$ cat src/common/spi_shifter_params.svh
// spi_shifter_params.svh: widths, encodings and timing counts of the shifter
// assumes inclusion by the package and the design files by bare name
`ifndef SPI_SHIFTER_PARAMS_SVH
`define SPI_SHIFTER_PARAMS_SVH

// ============================================================
// data and buffer shape
`define SPI_BYTE_W      8
`define SPI_BUF_DEPTH   2
`define SPI_BUF_FULL    2'h2

// ============================================================
// rate select encodings {rate_select_hi, rate_select_lo}
`define SPI_RATE_DIVIDE_BY_TWO   2'h0
`define SPI_RATE_DIV8   2'h1
`define SPI_RATE_DIVIDE_BY_THIRTY_TWO  2'h2
`define SPI_RATE_DIVIDE_BY_ONE_TWENTY_EIGHT 2'h3

// bit times in bus cycles for each rate
`define SPI_BIT_CYC_DIVIDE_BY_TWO   8'h02
`define SPI_BIT_CYC_DIV8   8'h08
`define SPI_BIT_CYC_DIVIDE_BY_THIRTY_TWO  8'h20
`define SPI_BIT_CYC_DIVIDE_BY_ONE_TWENTY_EIGHT 8'h80

// ============================================================
// frame counts
`define SPI_LAST_HALF   4'hf
`define SPI_LAST_BIT    4'h7
`define SPI_TX_EMPTY_MAX_CYC 2

`endif

$ cat src/common/spi_shifter_pkg.sv
// spi_shifter_pkg: types shared by the shifter and its receive buffer
// assumes spi_shifter_params.svh sits on the include path
`include "spi_shifter_params.svh"

package spi_shifter_pkg;

  // ============================================================
  // basic types
  typedef logic [`SPI_BYTE_W-1:0] byte_t;

  typedef enum logic [1:0] {
    ST_IDLE  = 2'b00,
    ST_ARMED = 2'b01,
    ST_SHIFT = 2'b10,
    ST_DRAIN = 2'b11
  } xfer_st_t;

  // ============================================================
  // whole state of the shifter
  typedef struct packed {
    xfer_st_t   st;
    byte_t      sh;
    byte_t      txb;
    logic       tx_full;
    byte_t      rxd;
    logic       rx_full;
    logic       ovf;
    logic       rd_armed;
    logic [5:0] div_cnt;
    logic [3:0] phase;
    logic       samp;
    logic [1:0] cap_q;
    logic       sck_out;
    logic [1:0] sck_sy;
    logic [1:0] ss_sy;
    logic [1:0] mosi_sy;
    logic [1:0] miso_sy;
    logic       sck_d;
    logic       ss_d;
  } shifter_state_t;

  // whole state of the two-entry buffer
  typedef struct packed {
    logic [`SPI_BUF_DEPTH-1:0][`SPI_BYTE_W-1:0] mem;
    logic       wr;
    logic       rd;
    logic [1:0] cnt;
  } buf_state_t;

endpackage : spi_shifter_pkg

$ cat src/common/spi_byte_if.sv
// spi_byte_if: valid/ready byte stream between shifter and buffer
// assumes both ends run on the same clock
`timescale 1ns/1ps
`default_nettype none

interface spi_byte_if;
  import spi_shifter_pkg::*;
  logic  valid;
  logic  ready;
  byte_t data;

  modport src (output valid, output data, input ready);
  modport snk (input valid, input data, output ready);
endinterface : spi_byte_if

`default_nettype wire

$ cat src/design/spi_two_entry_buf.sv
// spi_two_entry_buf: two-entry byte buffer with valid/ready on both sides
// assumes one clock, asynchronous active-low reset
`timescale 1ns/1ps
`default_nettype none
`include "spi_shifter_params.svh"

module spi_two_entry_buf
  import spi_shifter_pkg::*;
(
  // clock and reset
  input  wire logic core_clk_i,
  input  wire logic rst_n_i,
  // stream sides
  spi_byte_if.snk   in_port,
  spi_byte_if.src   out_port
);

  buf_state_t s;
  buf_state_t next_s;
  logic       push;
  logic       pop;

  // ============================================================
  // handshakes; read data is a register selected by the read pointer
  assign in_port.ready  = (s.cnt != `SPI_BUF_FULL);
  assign out_port.valid = (s.cnt != 2'h0);
  assign out_port.data  = s.mem[s.rd];
  assign push = in_port.valid && in_port.ready;
  assign pop  = out_port.valid && out_port.ready;

  // next state
  always_comb begin
    next_s = s;
    if (push) begin
      next_s.mem[s.wr] = in_port.data;
      next_s.wr        = ~s.wr;
    end
    if (pop) begin
      next_s.rd = ~s.rd;
    end
    next_s.cnt = 2'(s.cnt + {1'b0, push} - {1'b0, pop});
  end

  // state register
  always_ff @(posedge core_clk_i or negedge rst_n_i) begin
    if (!rst_n_i) begin
      s <= '0;
    end else begin
      s <= next_s;
    end
  end
endmodule : spi_two_entry_buf

`default_nettype wire

$ cat src/design/spi_master_slave_shifter.sv
// spi_master_slave_shifter: full-duplex serial shifter, master or slave
// assumes pins arrive asynchronous; control bits are plain ports from the
// processor side, read/write strobes are one-cycle pulses on core_clk_i
//
// Operation
// - master_select_bit set means master, clear means slave.
// - master write to data starts transfer; idle shifter loads it, empty flag set.
// - rate select bits set baud divider; master clock drives slave shifting.
// - byte in while byte out; at end set full and copy byte together.
// - full flag clears after status read seeing it, then data read.
// - any data write clears the transmit empty flag.
// - slave takes its shift clock from the serial clock pin.
// - slave moves a complete byte to receive register and sets full.
// - slave accepts any clock up to bus rate, ignoring rate select; two-stage pin sampling keeps the usable rate below bus rate.
// - byte written during slave transfer waits in buffer until transfer ends.
// - slave starts on first clock edge if phase set, select fall otherwise.
// - slave drives its data out only while selected.
// - phase zero slave presents most significant bit when select falls.
// - phase one: first clock edge starts the transfer; select may stay low.
// - no transmit buffer load into shift register once slave transfer began.
// - master phase zero: clock idle first half; phase one: starts with edge.
// - divider runs only when module enable and master select are set.
// - master write to transfer start within one bit time.
// - unread receive register on next byte: set overflow, keep old byte.
// - idle shifter sets transmit empty within two cycles after loading.
`timescale 1ns/1ps
`default_nettype none
`include "spi_shifter_params.svh"

module spi_master_slave_shifter
  import spi_shifter_pkg::*;
(
  // clock and reset
  input  wire logic  core_clk_i,
  input  wire logic  rst_n_i,
  // control bits
  input  wire logic  module_enable_bit_i,
  input  wire logic  master_select_bit_i,
  input  wire logic  clock_phase_bit_i,
  input  wire logic  clock_polarity_bit_i,
  input  wire logic  rate_select_hi_i,
  input  wire logic  rate_select_lo_i,
  // processor access
  input  wire logic  [7:0] tx_data_i,
  input  wire logic  tx_write_i,
  input  wire logic  status_read_i,
  input  wire logic  data_read_i,
  output logic [7:0] rx_data_o,
  output logic       rx_full_flag_o,
  output logic       tx_empty_flag_o,
  output logic       overflow_flag_o,
  output logic       busy_o,
  // serial pins
  input  wire logic  serial_clock_pin_i,
  output logic       serial_clock_pin_o,
  output logic       serial_clock_pin_oe_o,
  input  wire logic  slave_select_n_i,
  input  wire logic  mosi_i,
  output logic       mosi_o,
  output logic       mosi_oe_o,
  input  wire logic  miso_i,
  output logic       miso_o,
  output logic       miso_oe_o
);

  // ============================================================
  // state and combinational terms
  shifter_state_t s;
  shifter_state_t next_s;
  logic           run_m;
  logic           run_s;
  logic           tick;
  logic           lead;
  logic           trail;
  logic           ss_fall;
  logic           samp_e;
  logic           shift_e;
  logic           byte_done;
  byte_t          byte_in;
  logic           rx_fill;
  logic [1:0]     rate;

  spi_byte_if rx_in ();
  spi_byte_if rx_out ();

  // half bit terminal count from the bit time of the selected rate
  function automatic logic [5:0] half_end(input logic [1:0] r);
    logic [7:0] b;
    unique case (r)
      `SPI_RATE_DIVIDE_BY_TWO:   b = `SPI_BIT_CYC_DIVIDE_BY_TWO;
      `SPI_RATE_DIV8:   b = `SPI_BIT_CYC_DIV8;
      `SPI_RATE_DIVIDE_BY_THIRTY_TWO:  b = `SPI_BIT_CYC_DIVIDE_BY_THIRTY_TWO;
      `SPI_RATE_DIVIDE_BY_ONE_TWENTY_EIGHT: b = `SPI_BIT_CYC_DIVIDE_BY_ONE_TWENTY_EIGHT;
    endcase
    half_end = 6'((b >> 1) - 8'h01);
  endfunction : half_end

  assign rate  = {rate_select_hi_i, rate_select_lo_i};
  assign run_m = module_enable_bit_i && master_select_bit_i;
  assign run_s = module_enable_bit_i && !master_select_bit_i;

  // ============================================================
  // receive buffer: absorbs a finished byte while the register fills
  spi_two_entry_buf u_rx_buf (
    .core_clk_i (core_clk_i),
    .rst_n_i    (rst_n_i),
    .in_port    (rx_in),
    .out_port   (rx_out)
  );

  // a byte is offered only when nothing unread blocks it
  assign rx_in.valid  = byte_done && !s.rx_full && !s.ovf;
  assign rx_in.data   = byte_in;
  assign rx_out.ready = !s.rx_full && !s.ovf;
  assign rx_fill      = rx_out.valid && rx_out.ready;

  // ============================================================
  // next state
  always_comb begin
    next_s    = s;
    tick      = 1'b0;
    lead      = 1'b0;
    trail     = 1'b0;
    ss_fall   = 1'b0;
    samp_e    = 1'b0;
    shift_e   = 1'b0;
    byte_done = 1'b0;
    byte_in   = {s.sh[6:0], s.samp};

    // pin synchronisers; only the second stage is looked at
    next_s.sck_sy  = {s.sck_sy[0], serial_clock_pin_i};
    next_s.ss_sy   = {s.ss_sy[0], slave_select_n_i};
    next_s.mosi_sy = {s.mosi_sy[0], mosi_i};
    next_s.miso_sy = {s.miso_sy[0], miso_i};
    next_s.sck_d   = s.sck_sy[1];
    next_s.ss_d    = s.ss_sy[1];
    next_s.cap_q   = {s.cap_q[0], 1'b0};

    // free-running divider, stopped to save power when not master
    if (run_m) begin
      tick = (s.div_cnt == half_end(rate));
      next_s.div_cnt = tick ? 6'h00 : 6'(s.div_cnt + 6'h01);
    end else begin
      next_s.div_cnt = 6'h00;
    end

    // slave edge detection on synchronised levels
    lead  = (s.sck_sy[1] != s.sck_d) &&
            (s.sck_sy[1] != clock_polarity_bit_i);
    trail = (s.sck_sy[1] != s.sck_d) &&
            (s.sck_sy[1] == clock_polarity_bit_i);
    ss_fall = !s.ss_sy[1] && s.ss_d;
    samp_e  = clock_phase_bit_i ? trail : lead;
    shift_e = clock_phase_bit_i ? lead : trail;

    // receive register read sequence; a later fill wins
    if (status_read_i && (s.rx_full || s.ovf)) begin
      next_s.rd_armed = 1'b1;
    end
    if (data_read_i && s.rd_armed) begin
      next_s.rx_full  = 1'b0;
      next_s.ovf      = 1'b0;
      next_s.rd_armed = 1'b0;
    end

    if (!module_enable_bit_i) begin
      // disabled: hold the link quiet, keep queued data
      next_s.st      = ST_IDLE;
      next_s.phase   = 4'h0;
      next_s.sck_out = clock_polarity_bit_i;
    end else if (master_select_bit_i) begin
      // ------------------------------------------------ master
      unique case (s.st)
        ST_IDLE: begin
          next_s.sck_out = clock_polarity_bit_i;
          if (s.tx_full) begin
            next_s.sh      = s.txb;
            next_s.tx_full = 1'b0;
            next_s.st      = ST_ARMED;
          end
        end
        ST_ARMED: begin
          // start aligned to the divider, so the wait is under a bit
          if (tick) begin
            next_s.st      = ST_SHIFT;
            next_s.phase   = 4'h0;
            next_s.sck_out = clock_polarity_bit_i ^ clock_phase_bit_i;
          end
        end
        ST_SHIFT: begin
          if (tick) begin
            next_s.phase   = 4'(s.phase + 4'h1);
            next_s.sck_out = clock_polarity_bit_i ^
                             (~s.phase[0] ^ clock_phase_bit_i);
            if (!s.phase[0]) begin
              next_s.cap_q[0] = 1'b1;
            end else if (s.phase == `SPI_LAST_HALF) begin
              next_s.sh      = byte_in;
              next_s.st      = ST_DRAIN;
              next_s.sck_out = clock_polarity_bit_i;
            end else begin
              next_s.sh = {s.sh[6:0], s.samp};
            end
          end
        end
        ST_DRAIN: begin
          // the last late sample must land before the byte is handed on
          if (!s.cap_q[1]) begin
            byte_done = 1'b1;
            byte_in   = s.sh;
            next_s.st = ST_IDLE;
          end
        end
      endcase
      // miso is seen two cycles late, so each sample lands two cycles
      // after its edge; at the fastest rate the shift has moved already
      if (s.cap_q[1]) begin
        if (s.st == ST_SHIFT && s.phase[0]) begin
          next_s.samp = s.miso_sy[1];
        end else begin
          next_s.sh[0] = s.miso_sy[1];
        end
      end
    end else begin
      // ------------------------------------------------ slave
      // rate select plays no part here: edges come from the pin, and
      // two-stage sampling limits the usable rate below the bus clock
      next_s.sck_out = clock_polarity_bit_i;
      unique case (s.st)
        ST_IDLE: begin
          // an idle slave preloads, so msb is already on its output
          if (s.tx_full) begin
            next_s.sh      = s.txb;
            next_s.tx_full = 1'b0;
          end
          if (!clock_phase_bit_i && ss_fall) begin
            next_s.st    = ST_SHIFT;
            next_s.phase = 4'h0;
          end else if (clock_phase_bit_i && lead && !s.ss_sy[1]) begin
            next_s.st    = ST_SHIFT;
            next_s.phase = 4'h0;
          end
        end
        ST_SHIFT: begin
          // no buffer load while shifting; writes wait in the buffer
          if (s.ss_sy[1]) begin
            next_s.st = ST_IDLE;
          end else if (samp_e) begin
            next_s.samp = s.mosi_sy[1];
            if (s.phase == `SPI_LAST_BIT) begin
              byte_done = 1'b1;
              byte_in   = {s.sh[6:0], s.mosi_sy[1]};
              next_s.sh = byte_in;
              next_s.st = ST_IDLE;
            end else begin
              next_s.phase = 4'(s.phase + 4'h1);
            end
          end else if (shift_e) begin
            next_s.sh = {s.sh[6:0], s.samp};
          end
        end
        default: begin
          next_s.st = ST_IDLE;
        end
      endcase
    end

    // unread byte blocks a new one, which is dropped
    if (byte_done && (s.rx_full || s.ovf || !rx_in.ready)) begin
      next_s.ovf = 1'b1;
    end
    // fill from the buffer: flag and data in the same step
    if (rx_fill) begin
      next_s.rxd     = rx_out.data;
      next_s.rx_full = 1'b1;
    end
    // a write refills the transmit buffer and wins over a load
    if (tx_write_i) begin
      next_s.txb     = tx_data_i;
      next_s.tx_full = 1'b1;
    end
  end

  // state register
  always_ff @(posedge core_clk_i or negedge rst_n_i) begin
    if (!rst_n_i) begin
      s <= '0;
    end else begin
      s <= next_s;
    end
  end

  // ============================================================
  // outputs
  assign rx_data_o             = s.rxd;
  assign rx_full_flag_o        = s.rx_full;
  assign tx_empty_flag_o       = !s.tx_full;
  assign overflow_flag_o       = s.ovf;
  assign busy_o                = (s.st != ST_IDLE);
  assign serial_clock_pin_o    = s.sck_out;
  assign serial_clock_pin_oe_o = run_m;
  assign mosi_o                = s.sh[7];
  assign mosi_oe_o             = run_m;
  assign miso_o                = s.sh[7];
  // select is seen two cycles late, so release lags the pin by two
  assign miso_oe_o             = run_s && !s.ss_sy[1];
endmodule : spi_master_slave_shifter

`default_nettype wire

$ cat config.mk
export PLATFORM = sky130hd
export DESIGN_NAME = spi_master_slave_shifter
export DESIGN_NICKNAME = d
export VERILOG_FILES = /design/src/common/spi_shifter_pkg.sv /design/src/common/spi_byte_if.sv /design/src/design/spi_two_entry_buf.sv /design/src/design/spi_master_slave_shifter.sv
export VERILOG_INCLUDE_DIRS = /design/src /design/src/common
export SDC_FILE = /design/constraint.sdc
export NUM_CORES = 1
export LEC_CHECK = 0
export ABC_AREA = 1
export BUFFER_PORTS_ARGS = -buffer_cell sky130_fd_sc_hd__buf_2
export CAP_MARGIN = 10
export CELL_PAD_IN_SITES_DETAIL_PLACEMENT = 1
export CELL_PAD_IN_SITES_GLOBAL_PLACEMENT = 1
export CORE_MARGIN = 2
export CORE_UTILIZATION = 47
export DETAILED_ROUTE_END_ITERATION = 12
export MAX_ROUTING_LAYER = met4
export PLACE_DENSITY_LB_ADDON = 0.08
export SLEW_MARGIN = 20
export SYNTH_ARGS = -nofsm -noshare
export SYNTH_HDL_FRONTEND = slang
export SYNTH_SLANG_ARGS = --single-unit
$ cat constraint.sdc
create_clock -name core_clk_i -period 4 [get_ports core_clk_i]
set_clock_uncertainty 0.15 [all_clocks]
set_input_delay 0.2 -clock core_clk_i [delete_from_list [all_inputs] [get_ports core_clk_i]]
set_output_delay 0.2 -clock core_clk_i [all_outputs]
set_load 0.005 [all_outputs]
# == After elaboration in Yosys (flattened, before gate mapping) ==
# Cells that the tools add are included.
# word_totals
register_bits,74
elab_cells,208
# classes
addsub,5
order_cmp,3
n_eq_ne,38
muxes,83
bitwise_logic,6
n_reduce_logical,48
# ops
cell,n
$mux W8,11
$mux W10,5
$ne A4 B4 Y1 const B,10
$mux W1,35
$pmux W8 S2,2
$pmux W7 S4,1
$mux W4,6
$reduce_bool A2 Y1,10
$logic_and A1 B1 Y1,19
$mux W2,9
$bwmux W16,1
$pmux W4 S2,2
$reduce_and A8 Y1,2
$mux W5,3
$mux W6,2
$ne A3 B3 Y1 const B,4
$reduce_and A6 Y1,2
$ne A5 B5 Y1 const B,2
$reduce_and A9 Y1,1
$demux W8 S1,1
$eq A2 B2 Y1 const B,4
$pmux W2 S4,1
$logic_not A1 Y1,7
$mux W7,1
30 further kinds,42

# == Longest topological paths before layout ==
# Gate-level depths: netlist of the first run.
# logic_depth
word_depth,13
mapped_depth,13
ltp_nobuf,12

# == By module ==
# From an unflattened synthesis of the first run, not the netlist that was laid out.
# unflattened
cells_unflattened,553
area_unflattened_um2,4272.8
# modules_own_cells
module,n_inst,cells_each,area_each_um2,seq_area_each_um2
spi_master_slave_shifter,1,428,3264.4,1351.3
spi_two_entry_buf,1,125,1008.5,500.5

# == Worst setup path before layout of the first run ==
# OpenSTA, ideal clock, no wires.
# synth_path
path_kind,reg2reg
from,register s[14] (netlist bit)
to,register u_rx_buf.s[1] (netlist bit)
t_arrival_ns,1.841
slack_ns,1.930
stages_incl_launch_ff,13
n_path_buf,0
path_cell_list,dfrtp_1 > ha_1 > nand2_1 > nor2_1 > nand2_1 > nor2_2 > nand2_4 > o21ai_4 > nand2_1 > inv_1 > ha_1 > xnor2_1 > xor2_1
# synth_rtl
element,line,text
"start, declared",spi_master_slave_shifter.sv:68,shifter_state_t s;
"start signal, assigned",spi_master_slave_shifter.sv:289,s <= next_s;
"end signal, assigned",spi_two_entry_buf.sv:49,s <= next_s;
"end, declared",spi_two_entry_buf.sv:18,buf_state_t s;

==> out/metrics.cfg, run 1 <==
[critical_path]
crit_arrival_ps = 2890
crit_path_frequent_cell = nand2_1
cp_max_fo = 17
r2r-end = u_rx_buf.s[1]$_DFF_PN0_
path_cells = ha_1 -> nand2_1 -> nor2_1 -> nand2_1 -> nor2_2 -> nand2_4 -> o21ai_4 -> nand2_1 -> inv_1 -> ha_1 -> xnor2_1 -> xor2_1
cp.required_ps = 4130
max_stage_delay_ps = 700
slowest_stage = dfrtp_1
start_kind = flop
reg2reg_setup_slack_ps = 1240
startpoint = s[14]$_DFFE_PN0P_
worst_setup_path_end_kind = flop
path_class = reg2reg
r2r_start = s[14]$_DFFE_PN0P_
reg2regPathDepth = 12

[synthesis]
synth_nets = 570
synth_area_um2 = 4060
netlist_top_cells_area = dfrtp_1 (46%), nand2_1 (17%), o21ai_0 (5.5%)
yosys.area.top_type = dfrtp_1
yosysTopAreaCellShare_pct = 45.6
synth.avg_cell_area_um2 = 7.54
synth_seq_cells = 74
synth.distinct_cells = 37
synthesis.instances = 539
yosys_warnings = 0
ys_seq_area_share_pct = 45.6

[layout]
area_delta_synth_final_pct = 15.4
fin_nets = 619
final_cells = 698
drive_above_1_share_pct = 11.6
fillCellCount = 1033
diodes = 0
finish.instance_area_um2 = 4690
utilization_pct = 56.5

[detailed_routing]
drt-initial-drc-count = 158
routed_wl_um = 10700
drc_errors = 0
ant_nets = 0
viasPerCell = 5.21
firstDrtPassIters = 4
wire_per_inst_um = 15.3
num_vias = 3638

[timing]
hold_slack_ps = 105
hold_viol = 0
fin_ws_ps = 1240
fin_tns_setup_ps = 0
maxSlewViolCount = 0
layout_min_cycle_time_ps = 2760
fmaxAchievable_mhz = 362
slew_headroom_pct = 36.6
worst_slew_pin_slew_ps = 952
rsz0062_at_grt = no
fin_crit_sh_pct = 69.1
setup_viol = 0

[grt]
grt.met2_usage_pct = 38.7
grt_pass1_vias = 3797
top_usage_layer = met2
grt_max_degree = 75
antenna_found_initial = 0
met1_usage_pct = 33.9
grt_use_met3_pct = 3.25
grt_pass1_wl_um = 18500
track_usage_pct = 24.7
overflow = 0

[clock_tree]
cts_num_sinks = 74
path_clk_slew_ps = 80
clk_latency_ps = 350
cts_root_buf = clkbuf_8
cts_resized = 0
cts_made_buffers = 9
htree_levels = 3
cts_tree = done
clk_path_buf_depth = 2

[pwr]
power_density_nw_per_um2 = 586
vdd_ir_drop_max_mv = 0.254
clkPwrFrac_pct = 22.8
total_leakage_power_nw = 2.41
pwr-share-seq_pct = 39.1
total_power_mw = 2.75
sw_frac_of_total_pct = 42.0
p_comb_share_pct = 38.1
power.internal_mw = 1.59
power.net_switching_mw = 1.15

[hold_path]
hp-class = in2reg
hold_path_depth = 3
holdPathEnd = s[17]$_DFFE_PN0P_
min-delay-start = module_enable_bit_i

[place]
routabilityCongestion = 0.953
post-place-ws_ps = 1300
place_inst = 659
place_area_um2 = 4250
dpl.hpwl_um = 7230
io_buffers = 40

[flow_run]
maxCapViolations = 0

[die]
die_area_um2 = 9410
die_y_um = 97.0
fp.dieW_um = 97.0
core_area_um2 = 8300
core.rowCount = 33
start_util_pct = 49.0
io_pins = 41

[run_status]
status = complete, no violations

## cell usage after synthesis
cell      number
nand2_1      179
dfrtp_1       74
inv_1         54
o21ai_0       45
nor2_1        38
nand3_1       26
a21oi_1       20
o21ai_1       16
nand4_1       11
buf_4         10
clkbuf_1       8
ha_1           8
a21boi_1       7
xor2_1         5
buf_2          4
clkinv_1       3
nor3_1         3
buf_1          2
buf_6          2
inv_2          2
nand2_2        2
nand3_4        2
nor2_2         2
o21bai_1       2
xnor2_1        2
a211oi_1       1
and3_1         1
mux2i_1        1
nand2_4        1
nand3_2        1
nand3b_1       1
nor3b_1        1
nor4_1         1
o211ai_1       1
o21ai_4        1
or2_1          1
xor2_2         1
## cell families (layout without fill, tap and decap cells)
group                      count (synthesis)  in the layout  synth area share [%]
and+or+nand+nor                          270            270                  28.1
AOI/OAI and AO/OA                         93             93                  12.4
buffers and inverters                     85            139                  9.27
DFF                                       74             74                  45.6
adders and majority gates                  8              8                  2.46
xor gates and xnor gates                   8              8                  1.91
muxes                                      1              1                 0.246
## flip-flops by register name, indices dropped and copies added (netlist names)
register	flops
u_rx_buf.s	20
rx_data_o	8
serial_clock_pin_o	1
rx_full_flag_o	1
next_s	7
miso_o	1
s	35
overflow_flag_o	1
## worst max-delay path: cells and delay by family (launching register included)
kind | cells | cell delay (ps)
xor gates and xnor gates | 2 | 350
AOI/OAI and AO/OA | 1 | 220
DFF | 1 | 700
adders and majority gates | 2 | 450
and+or+nand+nor | 6 | 730
buffers and inverters | 1 | 90
## cells in the final DEF, fill, tap and decap left out, types with 7 or more instances in the layout
master	count
a21boi_1	7
nor2_1	38
dlygate4sd3_1	23
o21ai_0	45
buf_2	39
inv_1	54
ha_1	8
nand4_1	11
nand2_1	179
nand3_1	26
clkbuf_8	9
o21ai_1	16
dfrtp_1	74
a21oi_1	20
## repair_timing
item                       CTS  global route
buffers inserted             0             0
hold buffers                23             0
setup endpoints to repair    0             0
hold endpoints to repair    88             0
## worst max path at each step
stage / to / slack [ps] / depth (start not counted)
global placement: u_rx_buf.s[1]$_DFF_PN0_ / 1490 / 12
floorplan: u_rx_buf.s[1]$_DFF_PN0_ / 1930 / 12
global route: u_rx_buf.s[1]$_DFF_PN0_ / 930 / 12
finish: u_rx_buf.s[1]$_DFF_PN0_ / 1240 / 12
CTS: u_rx_buf.s[1]$_DFF_PN0_ / 1220 / 12
detailed placement: u_rx_buf.s[1]$_DFF_PN0_ / 1300 / 12
## final cells by class
class | instances | area [um^2] | share of cell area [%]
inverters | 59 | 221 | 4.72
clock buffers | 9 | 124 | 2.64
repair buffers | 64 | 440 | 9.39
multi-input cells | 380 | 1840 | 39.2
flip-flops and latches | 74 | 1850 | 39.5
well taps | 105 | 131 | 2.80
clock inverters | 7 | 83.8 | 1.79
## power by group through the flow
stage               sequential, mW  clock, mW  combinational, mW
floorplan                     1.02          0              0.795
global placement              1.08          0              0.968
global route                  1.10      0.671               1.21
detailed placement            1.09          0               1.01
finish                        1.07      0.625               1.05
CTS                           1.07      0.645               1.05
## routing by layer
layer  routed length, um  up-vias
li1                    -     1814
met1                5160     1750
met2                5060       61
met3                 305       13
met4                 125        0
met5                   0        -
Note: power is estimated with default switching activity, not from simulation.
==> run 2: changes to the inputs <==
--- a/config.mk
+++ b/config.mk
@@ -12,7 +12,7 @@
 export CELL_PAD_IN_SITES_DETAIL_PLACEMENT = 1
 export CELL_PAD_IN_SITES_GLOBAL_PLACEMENT = 1
 export CORE_MARGIN = 2
-export CORE_UTILIZATION = 47
+export CORE_UTILIZATION = 39
 export DETAILED_ROUTE_END_ITERATION = 12
 export MAX_ROUTING_LAYER = met4
 export PLACE_DENSITY_LB_ADDON = 0.08
==> constraint.sdc (replaced) <==
create_clock -name core_clk_i -period 2.5 [get_ports core_clk_i]
set_clock_uncertainty 0.15 [all_clocks]
set_input_delay 0.125 -clock core_clk_i [delete_from_list [all_inputs] [get_ports core_clk_i]]
set_output_delay 0.125 -clock core_clk_i [all_outputs]
set_load 0.005 [all_outputs]
==> run 2 against run 1 <==
Against the previous run:
- sequential share of layout area shrank 0.65 points
- fmax rose by 23%
- die area increased by 20%
- routed wire length is 4.5% lower
- total power up 59%
- sequential cell count unchanged
- clock-buffer cell count increased by 1
- via count down 0.85%
- worst hold slack worse by 75 ps
- first-iteration DRC count unchanged
- critical endpoint is now s[50]$_DFFE_PN0P_
==> out/metrics.cfg, run 2 (synthesis gave the netlist of run 1 again) <==
[run_status]
status = complete, no violations

[clock_tree]
clk_latency_ps = 350
htree_levels = 3
path_clk_slew_ps = 80
clk_path_buf_depth = 2
cts_tree = done
cts_made_buffers = 9
cts_num_sinks = 74
cts_root_buf = clkbuf_8
cts_setup_buffers = 0

[grt]
track_usage_pct = 20.1
antenna_found_initial = 0
grt_pass1_vias = 3735
overflow = 0
grt_pass1_wl_um = 17700
grt_max_degree = 75

[timing]
rsz0062_at_grt = no
worst_slew_pin_slew_ps = 946
fin_crit_sh_pct = 90.1
fin_tns_setup_ps = 0
setup_viol = 0
maxSlewViolCount = 0
slew_headroom_pct = 36.9
layout_min_cycle_time_ps = 2250
fmaxAchievable_mhz = 444
hold_viol = 0

[layout]
most-common-layout-cells = nand2_1 (179), dfrtp_1 (74), inv_1 (54)
final_common_cell = nand2_1
fin_nets = 626
top_register = s
largest_register_ffs = 35
fillCellCount = 1288
multi_input_area_um2 = 1840
finish.instance_area_um2 = 4770
diodes = 0
final_cells = 733
drive_above_1_share_pct = 12.1
area_delta_synth_final_pct = 17.3
seqCellArea_um2 = 1850

[die]
die_area_um2 = 11300
die_y_um = 106
core_area_um2 = 10200
core.rowCount = 37
start_util_pct = 39.7
io_pins = 41
fp.dieW_um = 106

[critical_path]
start_kind = flop
max_stage_delay_ps = 450
crit_arrival_ps = 2340
cp.required_ps = 2590
cp_max_fo = 14
crit_family = simple AND/OR/NAND/NOR gates
path_class = reg2reg
worst_setup_path_end_kind = flop
slowest_stage = dfrtp_1
crit_buf_inv = 2
path_cells = inv_1 -> ha_1 -> inv_1 -> nor2_1 -> nor2_1 -> and3_1 -> nand3_2 -> nand2_1 -> a21boi_1

[place]
dpl.hpwl_um = 7270
place_inst = 697
place_area_um2 = 4340
io_buffers = 40
routabilityCongestion = 0.854

[detailed_routing]
viasPerCell = 4.92
firstDrtPassIters = 4
wire_per_inst_um = 13.9
num_vias = 3607
routed_wl_um = 10200
drt-initial-drc-count = 158
ant_nets = 0
drc_errors = 0

[flow_run]
maxCapViolations = 0

[pwr]
power_density_nw_per_um2 = 915
total_leakage_power_nw = 2.43
vdd_ir_drop_max_mv = 0.379

[hold_path]
hp-class = in2reg

[run 2: repair_timing]
| action | 4_1_cts | 5_1_grt |
|---|---|---|
| setup endpoints to repair | 0 | 0 |
| hold endpoints to repair | 89 | 0 |
| hold buffers | 23 | 0 |
| resized for setup | 0 | 0 |
[run 2: layout make-up]
type                            instances  area share, %
Tap cell                              136           3.57
Timing Repair Buffer                   71           10.3
Inverter                               59           4.65
Multi-Input combinational cell        380           38.5
Sequential cell                        74           38.8
Clock inverter                          3           1.42
Clock buffer                           10           2.68
[run 2: per-stage QoR]
stage          util (%)  hold WS (ps)  total power, mW  worst slack (ps)
2_1_floorplan         -          -321             2.91               430
3_3_place_gp       42.4          83.5             3.33               369
3_5_place_dp       42.4          84.7             3.38               269
4_1_cts            46.6          25.7             4.42               232
5_1_grt            46.6          75.5             4.78              23.3
6_report           46.6          30.3             4.36               247
[run 2: power breakdown]
part	internal (mW)	switching (mW)	leakage (nW)	total, mW
combinational	0.633	1.07	1.39	1.70
sequential	1.47	0.216	0.945	1.68
clock	0.546	0.427	0.0943	0.974
total	2.65	1.71	2.43	4.36
[run 2: worst paths after layout]
path                                      from                   to  slack (ps)  cells past startpoint
max                          s[52]$_DFFE_PN0P_    s[50]$_DFFE_PN0P_         250                      9
min reg2reg                next_s[5]$_DFF_PN0_       s[5]$_DFF_PN0_         190                      0
min                        module_enable_bit_i    s[17]$_DFFE_PN0P_          30                      3
min in group asynchronous              rst_n_i      s[21]$_DFF_PN0_         310                      2
max reg2reg                  s[52]$_DFFE_PN0P_    s[50]$_DFFE_PN0P_         250                      9
max in group asynchronous              rst_n_i  next_s[5]$_DFF_PN0_        1270                      2
[run 2: per-layer routing]
layer,GRT usage [%],up-vias,wire length [um],share of wire (%)
met5,-,-,0,0
met4,5.36,0,100,0.98
met2,32.0,54,4680,46
met1,26.8,1711,5080,50
li1,-,1831,-,-
met3,3.62,11,316,3.1
[run 2: worst reg2reg max path: stages (launching register included)]
cell      delay (ps)
dfrtp_1          450
inv_1            140
ha_1             260
inv_1            120
nor2_1           280
nor2_1           100
and3_1           200
nand3_2          210
nand2_1          100
a21boi_1         130
==> run 3: changes to the inputs <==
--- a/config.mk
+++ b/config.mk
@@ -11,11 +11,10 @@
 export CAP_MARGIN = 10
 export CELL_PAD_IN_SITES_DETAIL_PLACEMENT = 1
 export CELL_PAD_IN_SITES_GLOBAL_PLACEMENT = 1
-export CORE_MARGIN = 2
-export CORE_UTILIZATION = 39
+export CORE_UTILIZATION = 43
 export DETAILED_ROUTE_END_ITERATION = 12
 export MAX_ROUTING_LAYER = met4
-export PLACE_DENSITY_LB_ADDON = 0.08
+export PLACE_DENSITY = 0.77
 export SLEW_MARGIN = 20
 export SYNTH_ARGS = -nofsm -noshare
 export SYNTH_HDL_FRONTEND = slang
==> constraint.sdc (replaced) <==
create_clock -name core_clk_i -period 2.2 [get_ports core_clk_i]
set_clock_uncertainty 0.15 [all_clocks]
set_input_delay 0.11 -clock core_clk_i [delete_from_list [all_inputs] [get_ports core_clk_i]]
set_output_delay 0.11 -clock core_clk_i [all_outputs]
set_load 0.005 [all_outputs]
==> run 3 against run 2 <==
Against the previous run:
- sequential share of layout area decreased by 0.80 points
- critical path depth unchanged
- utilization increased by 6.4 points
- register-to-register slack worse by 130 ps
- combinational power up 24%
- fmax is 8.1% higher
- critical endpoint is now s[47]$_DFFE_PN0P_
- largest power group unchanged
- highest routed layer unchanged
==> out/metrics.cfg, run 3 (synthesis gave the netlist of run 1 again) <==
[critical_path]
slowest_stage = dfrtp_1
cp.required_ps = 2320
crit_family = simple AND/OR/NAND/NOR gates
path_cells = inv_1 -> ha_4 -> buf_4 -> nor2_1 -> nor2_1 -> and3_1 -> nand3_4 -> nand2_1 -> a21boi_1
crit_path_frequent_cell = nor2_1
max_stage_delay_ps = 390
worst_setup_path_end_kind = flop
crit_buf_inv = 2
path_class = reg2reg
startpoint = s[52]$_DFFE_PN0P_
start_kind = flop
crit_arrival_ps = 2210
cp_max_fo = 14
r2r_start = s[52]$_DFFE_PN0P_

[grt]
grt_max_degree = 43
antenna_found_initial = 0
grt_pass1_vias = 3806
grt_pass1_wl_um = 17700
track_usage_pct = 23.4
overflow = 0

[clock_tree]
clk_latency_ps = 360
path_clk_slew_ps = 80
clk_path_buf_depth = 2
htree_levels = 3
cts_made_buffers = 9
cts_root_buf = clkbuf_8
cts_tree = done
cts_num_sinks = 74

[die]
core_area_um2 = 9200
start_util_pct = 44.2
die_area_um2 = 9840
io_pins = 41
die_y_um = 99.2
core.rowCount = 35
fp.dieW_um = 99.2

[pwr]
total_leakage_power_nw = 2.48
vdd_ir_drop_max_mv = 0.478
power_density_nw_per_um2 = 1060

[detailed_routing]
drc_errors = 0
routed_wl_um = 10300
viasPerCell = 5.07
num_vias = 3647
drt-initial-drc-count = 107
ant_nets = 0
wire_per_inst_um = 14.3
firstDrtPassIters = 4

[timing]
setup_viol = 0
maxSlewViolCount = 0
fin_crit_sh_pct = 94.7
fmaxAchievable_mhz = 480
layout_min_cycle_time_ps = 2080
slew_headroom_pct = 69.9
rsz0062_at_grt = yes
worst_slew_pin_slew_ps = 451
hold_viol = 0
fin_tns_setup_ps = 0

[layout]
drive_above_1_share_pct = 15.5
largest_register_ffs = 35
final_cells = 719
top_register = s
fin_nets = 634
most-common-layout-cells = nand2_1 (177), dfrtp_1 (72), inv_1 (54)
area_delta_synth_final_pct = 19.9
multi_input_area_um2 = 1890
seqCellArea_um2 = 1850
final_common_cell = nand2_1
fillCellCount = 1166
diodes = 0

[run_status]
status = complete, no violations

[place]
place_inst = 677
io_buffers = 40
dpl.hpwl_um = 7430
routabilityCongestion = 0.857

[flow_run]
maxCapViolations = 0

[hold_path]
min-delay-start = tx_write_i
hp-class = in2reg

run 3: cell count changes in the layout (fill, tap and decap cells not counted), moves of 2 or more:
cell / change
buf_4: +6
ha_1: -3
nand2_2: +2
nor2_1: -4
nand2_1: -2
dfrtp_1: -2
ha_2: +2
nor2_2: +2
nor2_4: +2
inv_6: +5
dfrtp_2: +2
run 3: report_power, final:
group,switching [mW],internal [mW]
sequential,0.247,1.67
clock,0.582,0.544
combinational,1.29,0.812
run 3: cell type report:
| type | count | area share [%] |
|---|---|---|
| inverters | 59 | 4.54 |
| well taps | 111 | 2.85 |
| multi-input cells | 380 | 38.7 |
| clock buffers | 9 | 2.54 |
| clock inverters | 7 | 1.67 |
| flip-flops and latches | 74 | 38.0 |
| repair buffers | 79 | 11.7 |
run 3: repair_timing:
action | in CTS | in global routing
setup endpoints to repair | 1 | 27
hold endpoints to repair | 90 | 0
pin swaps | 0 | 4
buffers inserted | 0 | 2
hold buffers | 24 | 0
gates resized for setup | 1 | 15
run 3: worst reg2reg max path: cells and delay by family, from the launching register on:
family	cells	cell delay, ps
AOI/OAI and AO/OA	1	200
adders and majority gates	1	200
buffers and inverters	2	310
DFF	1	390
and+or+nand+nor	5	750
run 3: worst paths after layout:
check,endpoint,slack [ps],cells after the start
min in group asynchronous,s[20]$_DFF_PN0_,80,2
worst max-delay path,s[47]$_DFFE_PN0P_,120,9
worst min-delay path,s[35]$_DFFE_PN0P_,30,3
worst min register to register,next_s[1]$_DFF_PN0_,200,0
worst max register to register,s[47]$_DFFE_PN0P_,120,9
max in group asynchronous,s[47]$_DFFE_PN0P_,1250,3
run 3: layer usage:
| metal | up-vias | global-route usage (%) | wire length, um |
|---|---|---|---|
| met3 | 19 | 3.87 | 279 |
| met5 | - | - | 0 |
| met2 | 66 | 37.9 | 4910 |
| met1 | 1729 | 29.2 | 4880 |
| met4 | 0 | 9.62 | 201 |
| li1 | 1833 | - | - |
run 3: through the flow:
step	setup WS (ps)	area (um^2)	power, mW	utilization, %	hold WS, ps
final	116	4870	5.14	53.0	27.8
after global routing	-18.5	4870	5.58	53.0	74.0
after CTS	16.3	4810	5.13	52.3	33.4
after detailed placement	23.8	4360	3.91	47.4	-63.7
after global placement	51.4	4360	3.83	47.4	-69.2
after floorplan	130	4060	3.30	-	-336
